[src/shared/ep_state_consts.vh]
// Command codes, status bit positions and reset values for the endpoint state block
`ifndef EP_STATE_CONSTS_VH
`define EP_STATE_CONSTS_VH

`define OP_STALL        4'h4
`define OP_RD_STATUS    4'h5
`define OP_VALIDATE     4'h6
`define OP_CLEAR        4'h7
`define OP_UNSTALL      4'h8
`define OP_CHECK        4'hd
`define CMD_ACK_SETUP   8'hf4

`define IDX_CTRL_OUT    4'h0
`define IDX_CTRL_IN     4'h1

`define BIT_HALT        7
`define BIT_FULL2       6
`define BIT_FULL1       5
`define BIT_TOGGLE      4
`define BIT_CLOBBER     3
`define BIT_SETUP       2
`define BIT_HOST_CPU_BUFFER_SELECT      1

`define STATE_RESET     8'h00
`define NUM_EP          16
`define ONE_HOT_LSB     16'h0001
`define CTRL_EP_MASK    16'h0003
`define NO_EP           16'h0000
`define FLAG_RESET      1'b0

`endif

[src/design/ep_state_cmd.v]
// Endpoint state registers and command decoder
`timescale 1ns/1ps
`include "ep_state_consts.vh"

module ep_state_cmd #(
    parameter NUM_EP = `NUM_EP
) (
    input  wire        clk,
    input  wire        reset,
    input  wire        cmd_valid,
    input  wire [7:0]  cmd_code,
    input  wire        rd_strobe,
    output reg  [7:0]  rd_data,
    output reg  [15:0] ep_irq_clear,
    input  wire [15:0] ep_is_in,
    input  wire [15:0] ep_double_buf,
    input  wire        sie_setup_token,
    input  wire        sie_setup_done,
    input  wire [3:0]  sie_ep,
    input  wire        sie_pkt_ok,
    input  wire        sie_in_sent,
    output wire [15:0] ep_nak,
    output wire [15:0] ep_halted
);

// ----------------------------------------
// Per-endpoint state
// ----------------------------------------
wire [NUM_EP-1:0]   halt_w;
wire [NUM_EP-1:0]   full1_w;
wire [NUM_EP-1:0]   full2_w;
wire [NUM_EP-1:0]   toggle_w;
wire [NUM_EP-1:0]   clobber_w;
wire [NUM_EP-1:0]   setup_w;
wire [NUM_EP-1:0]   host_cpu_buffer_select_w;
wire [NUM_EP-1:0]   sie_buf_w;
wire [NUM_EP-1:0]   setup_busy_w;
wire [NUM_EP-1:0]   nak_w;
wire [NUM_EP*8-1:0] endpoint_state_byte;
wire [NUM_EP*8-1:0] endpoint_state_shadow;
reg                 setup_lock_r;
reg                 setup_lock_nxt;
reg  [7:0]          rd_data_nxt;
reg  [15:0]         ep_irq_clear_nxt;

// ----------------------------------------
// Command decode
// ----------------------------------------
wire [3:0]  op;
wire [3:0]  idx;
wire [15:0] sel;
wire        is_ctrl;
wire        dir_in;
wire        ctrl_locked;
wire        do_stall;
wire        do_unstall;
wire        do_validate;
wire        do_clear;
wire        do_rd;
wire        do_check;
wire        do_ack;
wire [15:0] sie_sel;
wire [15:0] setup_ev;
wire [7:0]  live_byte;
wire [7:0]  image_byte;

assign op          = cmd_code[7:4];
assign idx         = cmd_code[3:0];
assign sel         = `ONE_HOT_LSB << idx;
assign is_ctrl     = (idx == `IDX_CTRL_OUT) || (idx == `IDX_CTRL_IN);
assign dir_in      = ep_is_in[idx];
assign ctrl_locked = is_ctrl && setup_lock_r;

assign do_stall    = cmd_valid && (op == `OP_STALL);
assign do_unstall  = cmd_valid && (op == `OP_UNSTALL);
assign do_validate = cmd_valid && (op == `OP_VALIDATE) && (idx != `IDX_CTRL_OUT)
                     && dir_in && !ctrl_locked;
assign do_clear    = cmd_valid && (op == `OP_CLEAR) && (idx != `IDX_CTRL_IN)
                     && !dir_in && !ctrl_locked;
assign do_rd       = cmd_valid && (op == `OP_RD_STATUS);
assign do_check    = cmd_valid && (op == `OP_CHECK);
assign do_ack      = cmd_valid && (cmd_code == `CMD_ACK_SETUP);

assign sie_sel  = `ONE_HOT_LSB << sie_ep;
assign setup_ev = sie_setup_token ? (`CTRL_EP_MASK & sie_sel) : `NO_EP;

// ----------------------------------------
// Port outputs
// ----------------------------------------
assign ep_halted = halt_w;
assign ep_nak    = nak_w;

// ----------------------------------------
// Read data and interrupt clear
// ----------------------------------------
assign live_byte  = endpoint_state_byte[{idx, 3'b000} +: 8];
assign image_byte = endpoint_state_shadow[{idx, 3'b000} +: 8];

always @* begin
    rd_data_nxt      = rd_data;
    ep_irq_clear_nxt = `NO_EP;
    if (do_rd) begin
        rd_data_nxt      = live_byte;
        ep_irq_clear_nxt = sel;
    end else if (do_check) begin
        rd_data_nxt = image_byte;
    end
end

// ----------------------------------------
// Setup lock
// ----------------------------------------
always @* begin
    setup_lock_nxt = setup_lock_r;
    if (do_ack)
        setup_lock_nxt = 1'b0;
    if (sie_setup_token)
        setup_lock_nxt = 1'b1;
end

// ----------------------------------------
// Shared registers
// ----------------------------------------
always @(posedge clk) begin
    if (reset) begin
        setup_lock_r <= `FLAG_RESET;
        rd_data      <= `STATE_RESET;
        ep_irq_clear <= `NO_EP;
    end else begin
        setup_lock_r <= setup_lock_nxt;
        rd_data      <= rd_data_nxt;
        ep_irq_clear <= ep_irq_clear_nxt;
    end
end

// ----------------------------------------
// Endpoint slots
// ----------------------------------------
genvar g;
generate
    for (g = 0; g < NUM_EP; g = g + 1) begin : ep_slot
        reg       halt_r;
        reg       halt_nxt;
        reg       full1_r;
        reg       full1_nxt;
        reg       full2_r;
        reg       full2_nxt;
        reg       toggle_r;
        reg       toggle_nxt;
        reg       clobber_r;
        reg       clobber_nxt;
        reg       setup_r;
        reg       setup_nxt;
        reg       host_cpu_buffer_select_r;
        reg       host_cpu_buffer_select_nxt;
        reg       sie_buf_r;
        reg       sie_buf_nxt;
        reg       busy_r;
        reg       busy_nxt;
        reg [7:0] state_byte;
        reg [7:0] shadow_r;

        wire      cmd_hit;
        wire      sie_hit;
        wire      setup_hit;
        wire      leave_halt;
        wire      pkt_move;

        assign cmd_hit    = sel[g];
        assign sie_hit    = sie_sel[g];
        assign setup_hit  = setup_ev[g];
        assign leave_halt = (do_unstall && cmd_hit) || (setup_hit && halt_r);
        assign pkt_move   = (sie_pkt_ok || sie_in_sent) && sie_hit && !halt_r;

        // ------------------------------------
        // Next state
        // ------------------------------------
        always @* begin
            halt_nxt    = halt_r;
            full1_nxt   = full1_r;
            full2_nxt   = full2_r;
            toggle_nxt  = toggle_r;
            clobber_nxt = clobber_r;
            setup_nxt   = setup_r;
            host_cpu_buffer_select_nxt  = host_cpu_buffer_select_r;
            sie_buf_nxt = sie_buf_r;
            busy_nxt    = busy_r;

            if (do_stall && cmd_hit)
                halt_nxt = 1'b1;

            // Leaving stall clears halt, both full flags, toggle and both buffer selects; setup and clobber flags keep their value
            if (leave_halt) begin
                halt_nxt    = 1'b0;
                full1_nxt   = 1'b0;
                full2_nxt   = 1'b0;
                toggle_nxt  = 1'b0;
                host_cpu_buffer_select_nxt  = 1'b0;
                sie_buf_nxt = 1'b0;
            end

            if (do_validate && cmd_hit) begin
                if (host_cpu_buffer_select_r)
                    full2_nxt = 1'b1;
                else
                    full1_nxt = 1'b1;
                if (ep_double_buf[g])
                    host_cpu_buffer_select_nxt = ~host_cpu_buffer_select_r;
            end

            if (do_clear && cmd_hit) begin
                if (host_cpu_buffer_select_r)
                    full2_nxt = 1'b0;
                else
                    full1_nxt = 1'b0;
                setup_nxt = 1'b0;
                if (ep_double_buf[g])
                    host_cpu_buffer_select_nxt = ~host_cpu_buffer_select_r;
            end

            // Good OUT packet or sent IN packet
            if (pkt_move) begin
                toggle_nxt = ~toggle_r;
                if (sie_pkt_ok && !ep_is_in[g]) begin
                    if (sie_buf_r)
                        full2_nxt = 1'b1;
                    else
                        full1_nxt = 1'b1;
                end
                if (sie_in_sent && ep_is_in[g]) begin
                    if (sie_buf_r)
                        full2_nxt = 1'b0;
                    else
                        full1_nxt = 1'b0;
                end
                if (ep_double_buf[g])
                    sie_buf_nxt = ~sie_buf_r;
            end

            if (setup_hit) begin
                setup_nxt  = (g == `IDX_CTRL_OUT);
                busy_nxt   = 1'b1;
                toggle_nxt = 1'b1;
                if (setup_lock_r)
                    clobber_nxt = 1'b1;
                if (g == `IDX_CTRL_OUT)
                    full1_nxt = 1'b1;
            end else if (sie_setup_done && sie_hit) begin
                busy_nxt = 1'b0;
            end

            // Setup_clobbered_flag flag survives a read while setup data is still landing
            if (do_rd && cmd_hit && !busy_r && !setup_hit)
                clobber_nxt = 1'b0;
        end

        // ------------------------------------
        // Status byte
        // ------------------------------------
        always @* begin
            state_byte = `STATE_RESET;
            state_byte[`BIT_HALT]    = halt_r;
            state_byte[`BIT_FULL2]   = full2_r;
            state_byte[`BIT_FULL1]   = full1_r;
            state_byte[`BIT_TOGGLE]  = toggle_r;
            state_byte[`BIT_CLOBBER] = clobber_r;
            state_byte[`BIT_SETUP]   = setup_r;
            state_byte[`BIT_HOST_CPU_BUFFER_SELECT]  = host_cpu_buffer_select_r;
        end

        // ------------------------------------
        // Registers
        // ------------------------------------
        always @(posedge clk) begin
            if (reset) begin
                halt_r    <= `FLAG_RESET;
                full1_r   <= `FLAG_RESET;
                full2_r   <= `FLAG_RESET;
                toggle_r  <= `FLAG_RESET;
                clobber_r <= `FLAG_RESET;
                setup_r   <= `FLAG_RESET;
                host_cpu_buffer_select_r  <= `FLAG_RESET;
                sie_buf_r <= `FLAG_RESET;
                busy_r    <= `FLAG_RESET;
                shadow_r  <= `STATE_RESET;
            end else begin
                halt_r    <= halt_nxt;
                full1_r   <= full1_nxt;
                full2_r   <= full2_nxt;
                toggle_r  <= toggle_nxt;
                clobber_r <= clobber_nxt;
                setup_r   <= setup_nxt;
                host_cpu_buffer_select_r  <= host_cpu_buffer_select_nxt;
                sie_buf_r <= sie_buf_nxt;
                busy_r    <= busy_nxt;
                shadow_r  <= state_byte;
            end
        end

        // ------------------------------------
        // Exports
        // ------------------------------------
        assign halt_w[g]       = halt_r;
        assign full1_w[g]      = full1_r;
        assign full2_w[g]      = full2_r;
        assign toggle_w[g]     = toggle_r;
        assign clobber_w[g]    = clobber_r;
        assign setup_w[g]      = setup_r;
        assign host_cpu_buffer_select_w[g]     = host_cpu_buffer_select_r;
        assign sie_buf_w[g]    = sie_buf_r;
        assign setup_busy_w[g] = busy_r;

        // OUT endpoint refuses while its current receive buffer is full
        assign nak_w[g] = !ep_is_in[g] && (sie_buf_r ? full2_r : full1_r);

        assign endpoint_state_byte[g*8 +: 8]   = state_byte;
        assign endpoint_state_shadow[g*8 +: 8] = shadow_r;
    end
endgenerate

endmodule // ep_state_cmd

[config.mk]
export PLATFORM = sky130hd
export DESIGN_NAME = ep_state_cmd
export DESIGN_NICKNAME = d
export VERILOG_FILES = /design/src/design/ep_state_cmd.v
export VERILOG_INCLUDE_DIRS = /design/src /design/src/shared
export SDC_FILE = /design/constraint.sdc
export NUM_CORES = 1
export LEC_CHECK = 0
export BUFFER_PORTS_ARGS = -buffer_cell sky130_fd_sc_hd__buf_2
export CORE_AREA = 2 2 137 139
export CTS_CLUSTER_DIAMETER = 60
export DETAILED_ROUTE_END_ITERATION = 16
export DIE_AREA = 0 0 139 141
export PLACE_DENSITY = 0.8
export SKIP_CTS_REPAIR_TIMING = 1
export SLEW_MARGIN = 20
export SYNTH_ARGS = -nofsm -noshare
export SYNTH_HDL_FRONTEND = slang
export SYNTH_SLANG_ARGS = --single-unit
[constraint.sdc]
create_clock -name clk -period 3.1 [get_ports clk]
set_input_delay 0.465 -clock clk [delete_from_list [all_inputs] [get_ports clk]]
set_output_delay 0.465 -clock clk [all_outputs]
set_load 0.1 [all_outputs]
==> results of run 1 <==
worst paths after layout:
| path | slack, ps | to | from | depth (start not counted) |
|---|---|---|---|---|
| setup / recovery | 650 | rd_data[5] | cmd_code[6] | 9 |
| setup reg to reg | 1200 | rd_data[6] | ep_slot[15].full2_r | 5 |
| hold reg to reg | 460 | rd_data[3] | rd_data[3] | 2 |
| hold / removal | 200 | setup_lock_r | sie_setup_token | 3 |
critical path, cell delays in order:
cell	delay (ps)
buf_2	120
or3b_1	530
buf_4	250
buf_4	200
o21ai_0	190
a21oi_1	90
a2111oi_0	500
o221a_2	330
a311oi_1	100
cells in the mapped netlist (all sizes together) (6+ instances only):
library cell,instances
a32o,14
nor2,100
nand3,69
o2bb2ai,14
nand2b,7
mux2i,43
mux2,18
a41o,18
buf,34
nand2,139
a21oi,96
and4,20
a221oi,16
nor2b,100
nor3,34
inv,20
o211ai,17
nor4,20
a2111oi,6
nor3b,14
or4,16
a31oi,50
o21ai,66
o22ai,11
or2,19
clkbuf,92
dfxtp,208
state kept, by name, summed over array words and instances (netlist names):
signal                            flops
ep_irq_clear                         16
ep_slot.busy_r                        2
ep_slot.clobber_r                     2
ep_slot.full1_r                      16
ep_slot.full2_r                      16
ep_slot.halt_r                       16
ep_slot.host_cpu_buffer_select_r     16
ep_slot.setup_r                       1
ep_slot.shadow_r                     83
ep_slot.sie_buf_r                    16
ep_slot.toggle_r                     16
rd_data                               7
setup_lock_r                          1
cell type report:
class	count	area [um2]
Multi-Input combinational cell	962	5860
Fill cell	1571	6270
Clock inverter	5	30.0
Clock buffer	32	649
Antenna cell	1	2.50
Inverter	20	75.1
Tap cell	234	293
Sequential cell	208	4160
Timing Repair Buffer	154	925
routing by layer:
layer	global-route usage [%]	vias to the layer above
met5	0	-
met4	16.1	0
met3	5.26	140
met2	51.4	668
met1	46.7	5065
li1	-	4872
where the power goes:
group / total, mW / internal, mW / switching, mW / leakage [nW]
Combinational: 0.543 / 0.154 / 0.388 / 2.37
Sequential: 2.75 / 2.71 / 0.0381 / 1.68
Clock: 2.55 / 1.45 / 1.10 / 0.330
stage by stage:
stage	total power [mW]	utilization (%)	std cells	hold slack (ps)	setup slack, ps
after CTS	5.82	65.7	1615	206	746
final	5.84	65.7	1616	204	646
after global placement	3.32	61.9	1578	444	278
after global routing	5.97	65.7	1616	202	535
after floorplan	3.12	-	1316	444	711
after detailed placement	3.32	61.9	1578	465	236
cells by family after synthesis:
logic type / after synthesis / share of synthesized area, %
other cells: 1 / 0.0352
compound gates: 330 / 20.2
mux: 65 / 6.90
buf+inv: 146 / 6.13
flops: 208 / 39.0
simple gates: 566 / 27.7
==> impl_metrics.yaml, run 1 <==
finish:
  layout.cells.most_common: "dfxtp_1"
  fin_area_um2: 12000
  fin_nets: 1421
  commonest_cells_after_routing_fill_and_taps_aside: "dfxtp_1 (208), nand2_1 (137), buf_2 (104), nor2_1 (100), nor2b_1 (100)"
  area_grow_syn2layout_pct: 12.5
  post_route_cells_drive_above_1_share_pct: 17.2
critical_path:
  worstPathArrival_ps: 2800
  timing.critical_path.required_ps: 3440
  startpoint_type: "primary input"
  cp-end-kind: "register"
  timing.setup.critical_path_class: "primary input to register"
  critical_path_peak_fanout: 17
global_route:
  wire_length_of_the_first_global_routing_pass_mm: 53.1
  grt_residual_overflow: 0
  gr-usage-all-layers_pct: 33.6
  via_count_of_the_first_global_routing_pass: 9817
  pin_count_of_the_biggest_net_entering_global_routing: 71
  antenna_violations_before_repair: 1
floorplan:
  placementRows: 50
  initial_utilization_pct: 58.4
  die_area_um2: 19600
  core_outline_area_um2: 18300
  io_pins: 108
  die_h_um: 141
  die_wd_um: 139
timing:
  period_minus_slack_ps: 2450
  min_period_over_period_pct: 79.2
  timing.final.setup_violations: 0
  final_setup_skew_ps: 21.9
  final.setup.tns_ps: 0
  worst_slew_margin_rel_pct: 45.5
  max_freq_ghz: 0.407
  final_hold_viol_count: 0
  unrepaired_setup_endpoints_after_global_routing: "no"
  tightest_slew_ps: 815
  final_max_slew_viol_count: 0
yosys:
  number_of_synthesized_register_bits: 208
  post_synth_main_area_contributors: "dfxtp_1 (39%), nor2b_1 (5.9%), nand2_1 (4.8%), a21oi_1 (4.5%), mux2i_1 (3.9%)"
  main_synth_ff_type: "dfxtp_1"
  sequential_to_total_area_share_from_yosys_stat_pct: 39.0
  synthesis.yosys.warnings: 0
  syn_nets: 1368
  asyncSetResetFlopFracSynth_pct: 0
  yosys.area.top_type: "dfxtp_1"
  netlist.area_leader.share_pct: 39.0
  netlist_area_um2: 10700
  synth.lib_cells_used.distinct: 61
  syn_inst: 1316
  synth_enable_flop_cells: 0
  post_synthesis_mean_instance_area_um2: 8.11
routing:
  wl_met1_mm: 14.1
  postRouteWirelength_mm: 34.3
  detailedRoute.firstPassIterationCount: 6
  detailed_route_vias_per_instance: 6.65
  dr_total_vias: 10700
  wl_met3_mm: 3.58
  drt_drc_violations_left: 0
  top_layer: "met4"
  wl_per_cell_um: 21.2
  met2_wire_length_mm: 14.9
  route.antenna.remaining_nets: 0
  number_of_design_rule_violations_left_by_the_first_detailed_router_iteration: 1342
pwr:
  p_per_area_nw_per_um2: 486
  max-vdd-ir-drop_mv: 0.474
  leakage_nw: 4.38
clocking:
  cts.path.max_buffers: 3
  root_buffer: "clkbuf_16"
  htree_num_levels: 1
  cts.reportedPaths.clkPinSlew_ps: 60
  clkLatencyLatePin_ps: 510
  cts-buffers-inserted: 23
  cts_num_sinks: 208
  tritoncts_clock_tree: "done"
flow_run:
  max-cap-violations: 0
placement:
  post_dp_cell_area_um2: 11300
  gp_congestion: 0.984
  hpwl_reported_at_the_end_of_detailed_placement_mm: 23.3
  numPortBuffers: 105
worst_hold_path:
  hold_path.class: "primary input to register"
status:
  run_status: "finished, final reports clean"
Note: power is estimated with default switching activity, not from simulation.
==> run 2: changes to the inputs <==
Clock period 3.1 ns to 2.4 ns, I/O delays scaled along.
==> run 2 against run 1 <==
  * Design area rose by 5.9%
  * Clock power rose by 28%
  * Sequential power rose by 29%
  * Non-clock buffer count is 87 higher
  * Sequential share of layout area down 1.9 points
  * Critical path depth is 2 lower
  * Largest power group unchanged
==> impl_metrics.yaml, run 2 (synthesized netlist as in run 1, its figures left out) <==
routing:
  wl_per_cell_um: 21.1
  route.antenna.remaining_nets: 0
  detailed_route_vias_per_instance: 6.62
  number_of_design_rule_violations_left_by_the_first_detailed_router_iteration: 1693
  postRouteWirelength_mm: 35.9
  drt_drc_violations_left: 0
  dr_total_vias: 11300
  detailedRoute.firstPassIterationCount: 6
pwr:
  max-vdd-ir-drop_mv: 0.526
  p_per_area_nw_per_um2: 599
  leakage_nw: 4.83
  total_power_consumption_of_the_routed_design_mw: 7.60
flow_run:
  max-cap-violations: 0
timing:
  final_hold_viol_count: 0
  tightest_slew_ps: 889
  final.setup.worst_slack_ps: 133
  final.setup.tns_ps: 0
  max_freq_ghz: 0.441
  timing.final.setup_violations: 0
  final_max_slew_viol_count: 0
  min_period_over_period_pct: 94.4
  worst_slew_margin_rel_pct: 39.5
  period_minus_slack_ps: 2270
  final_setup_skew_ps: 11.2
  unrepaired_setup_endpoints_after_global_routing: "no"
critical_path:
  reg2regPathDepth: 5
  critical_path_peak_fanout: 28
  timing.setup.critical_path_class: "primary input to register"
  startpoint_type: "primary input"
  r2r_setup_slack_ps: 310
  worstPathArrival_ps: 2640
  timing.critical_path.required_ps: 2780
  worstReg2RegEnd: "ep_slot[6].host_cpu_buffer_select_r"
  rr_startpoint: "setup_lock_r"
  cp-end-kind: "register"
worst_hold_path:
  hold_path.class: "primary input to register"
  worstHoldEndpoint: "setup_lock_r"
  min_from: "sie_setup_token"
  min_delay_path_depth: 3
global_route:
  antenna_violations_before_repair: 0
  via_count_of_the_first_global_routing_pass: 10500
  wire_length_of_the_first_global_routing_pass_mm: 56.7
  grt_residual_overflow: 0
  pin_count_of_the_biggest_net_entering_global_routing: 85
  gr-usage-all-layers_pct: 35.9
finish:
  diodes: 0
  fin_nets: 1508
  layout.cells.most_common: "dfxtp_1"
  seq_area_um2: 4160
  fillerInstances: 1475
  area_grow_syn2layout_pct: 19.1
  final_cells: 1703
  largest_reg_flops: 83
  commonest_cells_after_routing_fill_and_taps_aside: "dfxtp_1 (208), nand2_1 (137), buf_4 (129), buf_2 (104)"
  post_route_cells_drive_above_1_share_pct: 22.0
  multiInputGateArea_um2: 5860
  register_with_the_most_flip_flops: "ep_slot.shadow_r"
floorplan:
  die_h_um: 141
  core_outline_area_um2: 18300
  initial_utilization_pct: 58.4
  placementRows: 50
  die_area_um2: 19600
  die_wd_um: 139
  io_pins: 108
clocking:
  root_buffer: "clkbuf_16"
  htree_num_levels: 1
  cts-buffers-inserted: 23
  cts.reportedPaths.clkPinSlew_ps: 60
  clkLatencyLatePin_ps: 510
  cts_num_sinks: 208
  tritoncts_clock_tree: "done"
  cts.path.max_buffers: 3
placement:
  placed_cells: 1665
  gp_congestion: 0.950
  place_worst_setup_slack_ps: -333
  hpwl_reported_at_the_end_of_detailed_placement_mm: 24.6
  numPortBuffers: 105
status:
  run_status: "finished, final reports clean"
-- run 2: cell count changes in the layout (fill, tap and decap cells not counted), sizes merged --
cell	delta
buf	+87
clkbuf	+1
inv	+1
diode	-1
clkinv	+1
clkinvlp	-2
-- run 2: metal layers --
| layer | global-route usage [%] | part of all wire (%) | wire length, um | vias to the layer above |
|---|---|---|---|---|
| met1 | 50.9 | 41 | 14600 | 5267 |
| li1 | - | - | - | 5060 |
| met4 | 16.6 | 4.3 | 1550 | 0 |
| met3 | 6.42 | 12 | 4450 | 121 |
| met2 | 53.2 | 43 | 15300 | 828 |
| met5 | 0 | 0 | 0 | - |
-- run 2: critical path, stage by stage --
cell and delay, ps:
buf_2 180, mux4_2 580, a22oi_1 310, nand2_2 150, mux2i_4 740, or4_1 220
a31oi_1 90
-- run 2: through the flow --
step,hold WS (ps),util [%],cell area [um2]
2_1_floorplan,444,-,10700
3_3_place_gp,438,65.9,12000
3_5_place_dp,451,65.9,12000
4_1_cts,111,69.5,12700
5_1_grt,116,69.5,12700
6_report,129,69.5,12700
-- run 2: worst max-delay path by stage --
stage                                     endpoint         from  slack, ps  cells after the start
6_report       ep_slot[6].host_cpu_buffer_select_r  cmd_code[0]        130                      7
5_1_grt        ep_slot[7].host_cpu_buffer_select_r  cmd_code[0]         30                      7
4_1_cts                                 rd_data[1]  cmd_code[5]        160                     10
3_5_place_dp   ep_slot[6].host_cpu_buffer_select_r  cmd_code[0]       -330                      7
3_3_place_gp   ep_slot[5].host_cpu_buffer_select_r  cmd_code[0]       -290                      7
2_1_floorplan                           rd_data[6]  cmd_code[7]        120                      9
-- run 2: power breakdown --
group,switching [mW],internal [mW]
logic,0.529,0.267
registers,0.0516,3.50
clock network,1.41,1.85
-- run 2: final cells by class --
type	count	share of cell area, %
multi-input cells	962	46.1
flip-flops and latches	208	32.8
repair buffers	241	12.9
clock buffers	33	5.06
well taps	234	2.30
inverters	20	0.591
clock inverters	5	0.227
==> run 3: changes to the inputs <==
Settings changed: MAX_ROUTING_LAYER set to met4.
==> run 3 against run 2 <==
  * Flip-flop and latch count stayed put
  * Global-route usage is 1.1 points higher
  * Cell count is 0.29% higher
  * Largest cell class unchanged
  * Highest routed layer unchanged
==> impl_metrics.yaml, run 3 (synthesized netlist as in run 1, its figures left out) <==
critical_path:
  timing.critical_path.max_delay_family: "multiplexers"
  cp-end-kind: "register"
  timing.critical_path.required_ps: 2830
  worstPathArrival_ps: 2740
  startpoint_type: "primary input"
  critical_path_peak_fanout: 28
  timing.setup.critical_path_class: "primary input to register"
  path_buf_inv: 1
  timing.critical_path.slowest_cell_delay_ps: 770
  critPathSlowestCell: "mux2i_4"
  cells_traversed_along_the_worst_timing_path: "buf_2 > mux4_2 > a22oi_1 > nand2_2 > mux2i_4 > o211ai_1 > a31oi_1"
routing:
  wl_per_cell_um: 21.3
  number_of_design_rule_violations_left_by_the_first_detailed_router_iteration: 1458
  detailedRoute.firstPassIterationCount: 6
  met2_wire_length_mm: 15.5
  wl_met3_mm: 4.14
  dr_total_vias: 11300
  wl_met1_mm: 14.8
  top_layer: "met4"
  drt_drc_violations_left: 0
  postRouteWirelength_mm: 36.3
  route.antenna.remaining_nets: 0
  detailed_route_vias_per_instance: 6.62
pwr:
  total_power_consumption_of_the_routed_design_mw: 8.25
  max-vdd-ir-drop_mv: 0.636
  p_per_area_nw_per_um2: 639
  leakage_nw: 4.93
finish:
  multiInputGateArea_um2: 5860
  largest_reg_flops: 83
  fin_nets: 1508
  diodes: 0
  fillerInstances: 1423
  layout.cells.most_common: "dfxtp_1"
  post_route_cells_drive_above_1_share_pct: 22.5
  seq_area_um2: 4160
  register_with_the_most_flip_flops: "ep_slot.shadow_r"
  area_grow_syn2layout_pct: 21.1
  finalCoreUtilization_pct: 70.7
  final_cells: 1708
  commonest_cells_after_routing_fill_and_taps_aside: "dfxtp_1 (208), nand2_1 (137), buf_4 (125), buf_2 (104)"
placement:
  numPortBuffers: 105
  placed_cells: 1664
  hpwl_reported_at_the_end_of_detailed_placement_mm: 24.8
  gp_congestion: 0.954
  place_worst_setup_slack_ps: -361
clocking:
  tritoncts_clock_tree: "done"
  cts.path.max_buffers: 3
  cts_num_sinks: 208
  htree_num_levels: 1
  root_buffer: "clkbuf_16"
  cts-buffers-inserted: 24
  cts.reportedPaths.clkPinSlew_ps: 60
  clkLatencyLatePin_ps: 520
timing:
  timing.final.setup_violations: 0
  final_max_slew_viol_count: 0
  max_freq_ghz: 0.432
  final_setup_skew_ps: 10.8
  min_period_over_period_pct: 96.6
  worst_slew_margin_rel_pct: 36.5
  final.setup.worst_slack_ps: 82.8
  tightest_slew_ps: 932
  unrepaired_setup_endpoints_after_global_routing: "no"
  period_minus_slack_ps: 2320
  final_hold_viol_count: 0
  whs_ps: 104
floorplan:
  placementRows: 50
  die_h_um: 141
  die_wd_um: 139
  core_outline_area_um2: 18300
  initial_utilization_pct: 58.4
  die_area_um2: 19600
  io_pins: 108
global_route:
  pin_count_of_the_biggest_net_entering_global_routing: 105
  gr-usage-all-layers_pct: 36.9
  wire_length_of_the_first_global_routing_pass_mm: 56.5
  grt_residual_overflow: 0
  antenna_violations_before_repair: 0
  via_count_of_the_first_global_routing_pass: 10300
worst_hold_path:
  hold_path.class: "primary input to register"
status:
  run_status: "finished, final reports clean"
flow_run:
  max-cap-violations: 0
[run 3: cell count changes in the layout (fill, tap and decap cells not counted), sizes merged]
cell / delta
clkinvlp: +2
clkbuf: +1
inv: -1
buf: -1
clkinv: +1
bufinv: +3
[run 3: per-layer routing]
layer	up-vias	track usage (%)
met3	163	6.28
li1	5047	-
met5	-	-
met2	754	53.3
met1	5337	50.6
met4	0	17.3
[run 3: worst min-delay path, delay by kind of cell]
family                 cells  cell delay [ps]
AOI/OAI and AO/OA          1               40
buffers and inverters      1              110
and+or+nand+nor            1               70
[run 3: final timing paths]
path                   startpoint  depth (start not counted)                             endpoint  slack (ps)
setup / recovery      cmd_code[0]                          7  ep_slot[7].host_cpu_buffer_select_r          80
hold / removal    sie_setup_token                          3                         setup_lock_r         100
setup reg to reg     setup_lock_r                          5  ep_slot[7].host_cpu_buffer_select_r         200
hold reg to reg        rd_data[3]                          2                           rd_data[3]         450
[run 3: area by class of cell]
class | count | area share [%]
multi-input combinational | 962 | 45.4
sequential | 208 | 32.2
timing repair buffer | 240 | 12.9
clock buffer | 34 | 5.57
tap | 234 | 2.27
clock inverter | 10 | 1.04
inverter | 20 | 0.581
[run 3: through the flow]
stage               instance area, um2  setup TNS [ps]
finish                           12900               0
global route                     12900               0
CTS                              12900               0
detailed placement               12100           -6310
global placement                 12100           -5570
floorplan                        10700               0
[run 3: where the power goes]
| part | switching (mW) | total, mW | leakage, nW | internal (mW) |
|---|---|---|---|---|
| clock | 1.49 | 3.89 | 0.417 | 2.41 |
| combinational | 0.530 | 0.806 | 2.83 | 0.276 |
| sequential | 0.0517 | 3.55 | 1.68 | 3.50 |
| total | 2.07 | 8.25 | 4.93 | 6.18 |
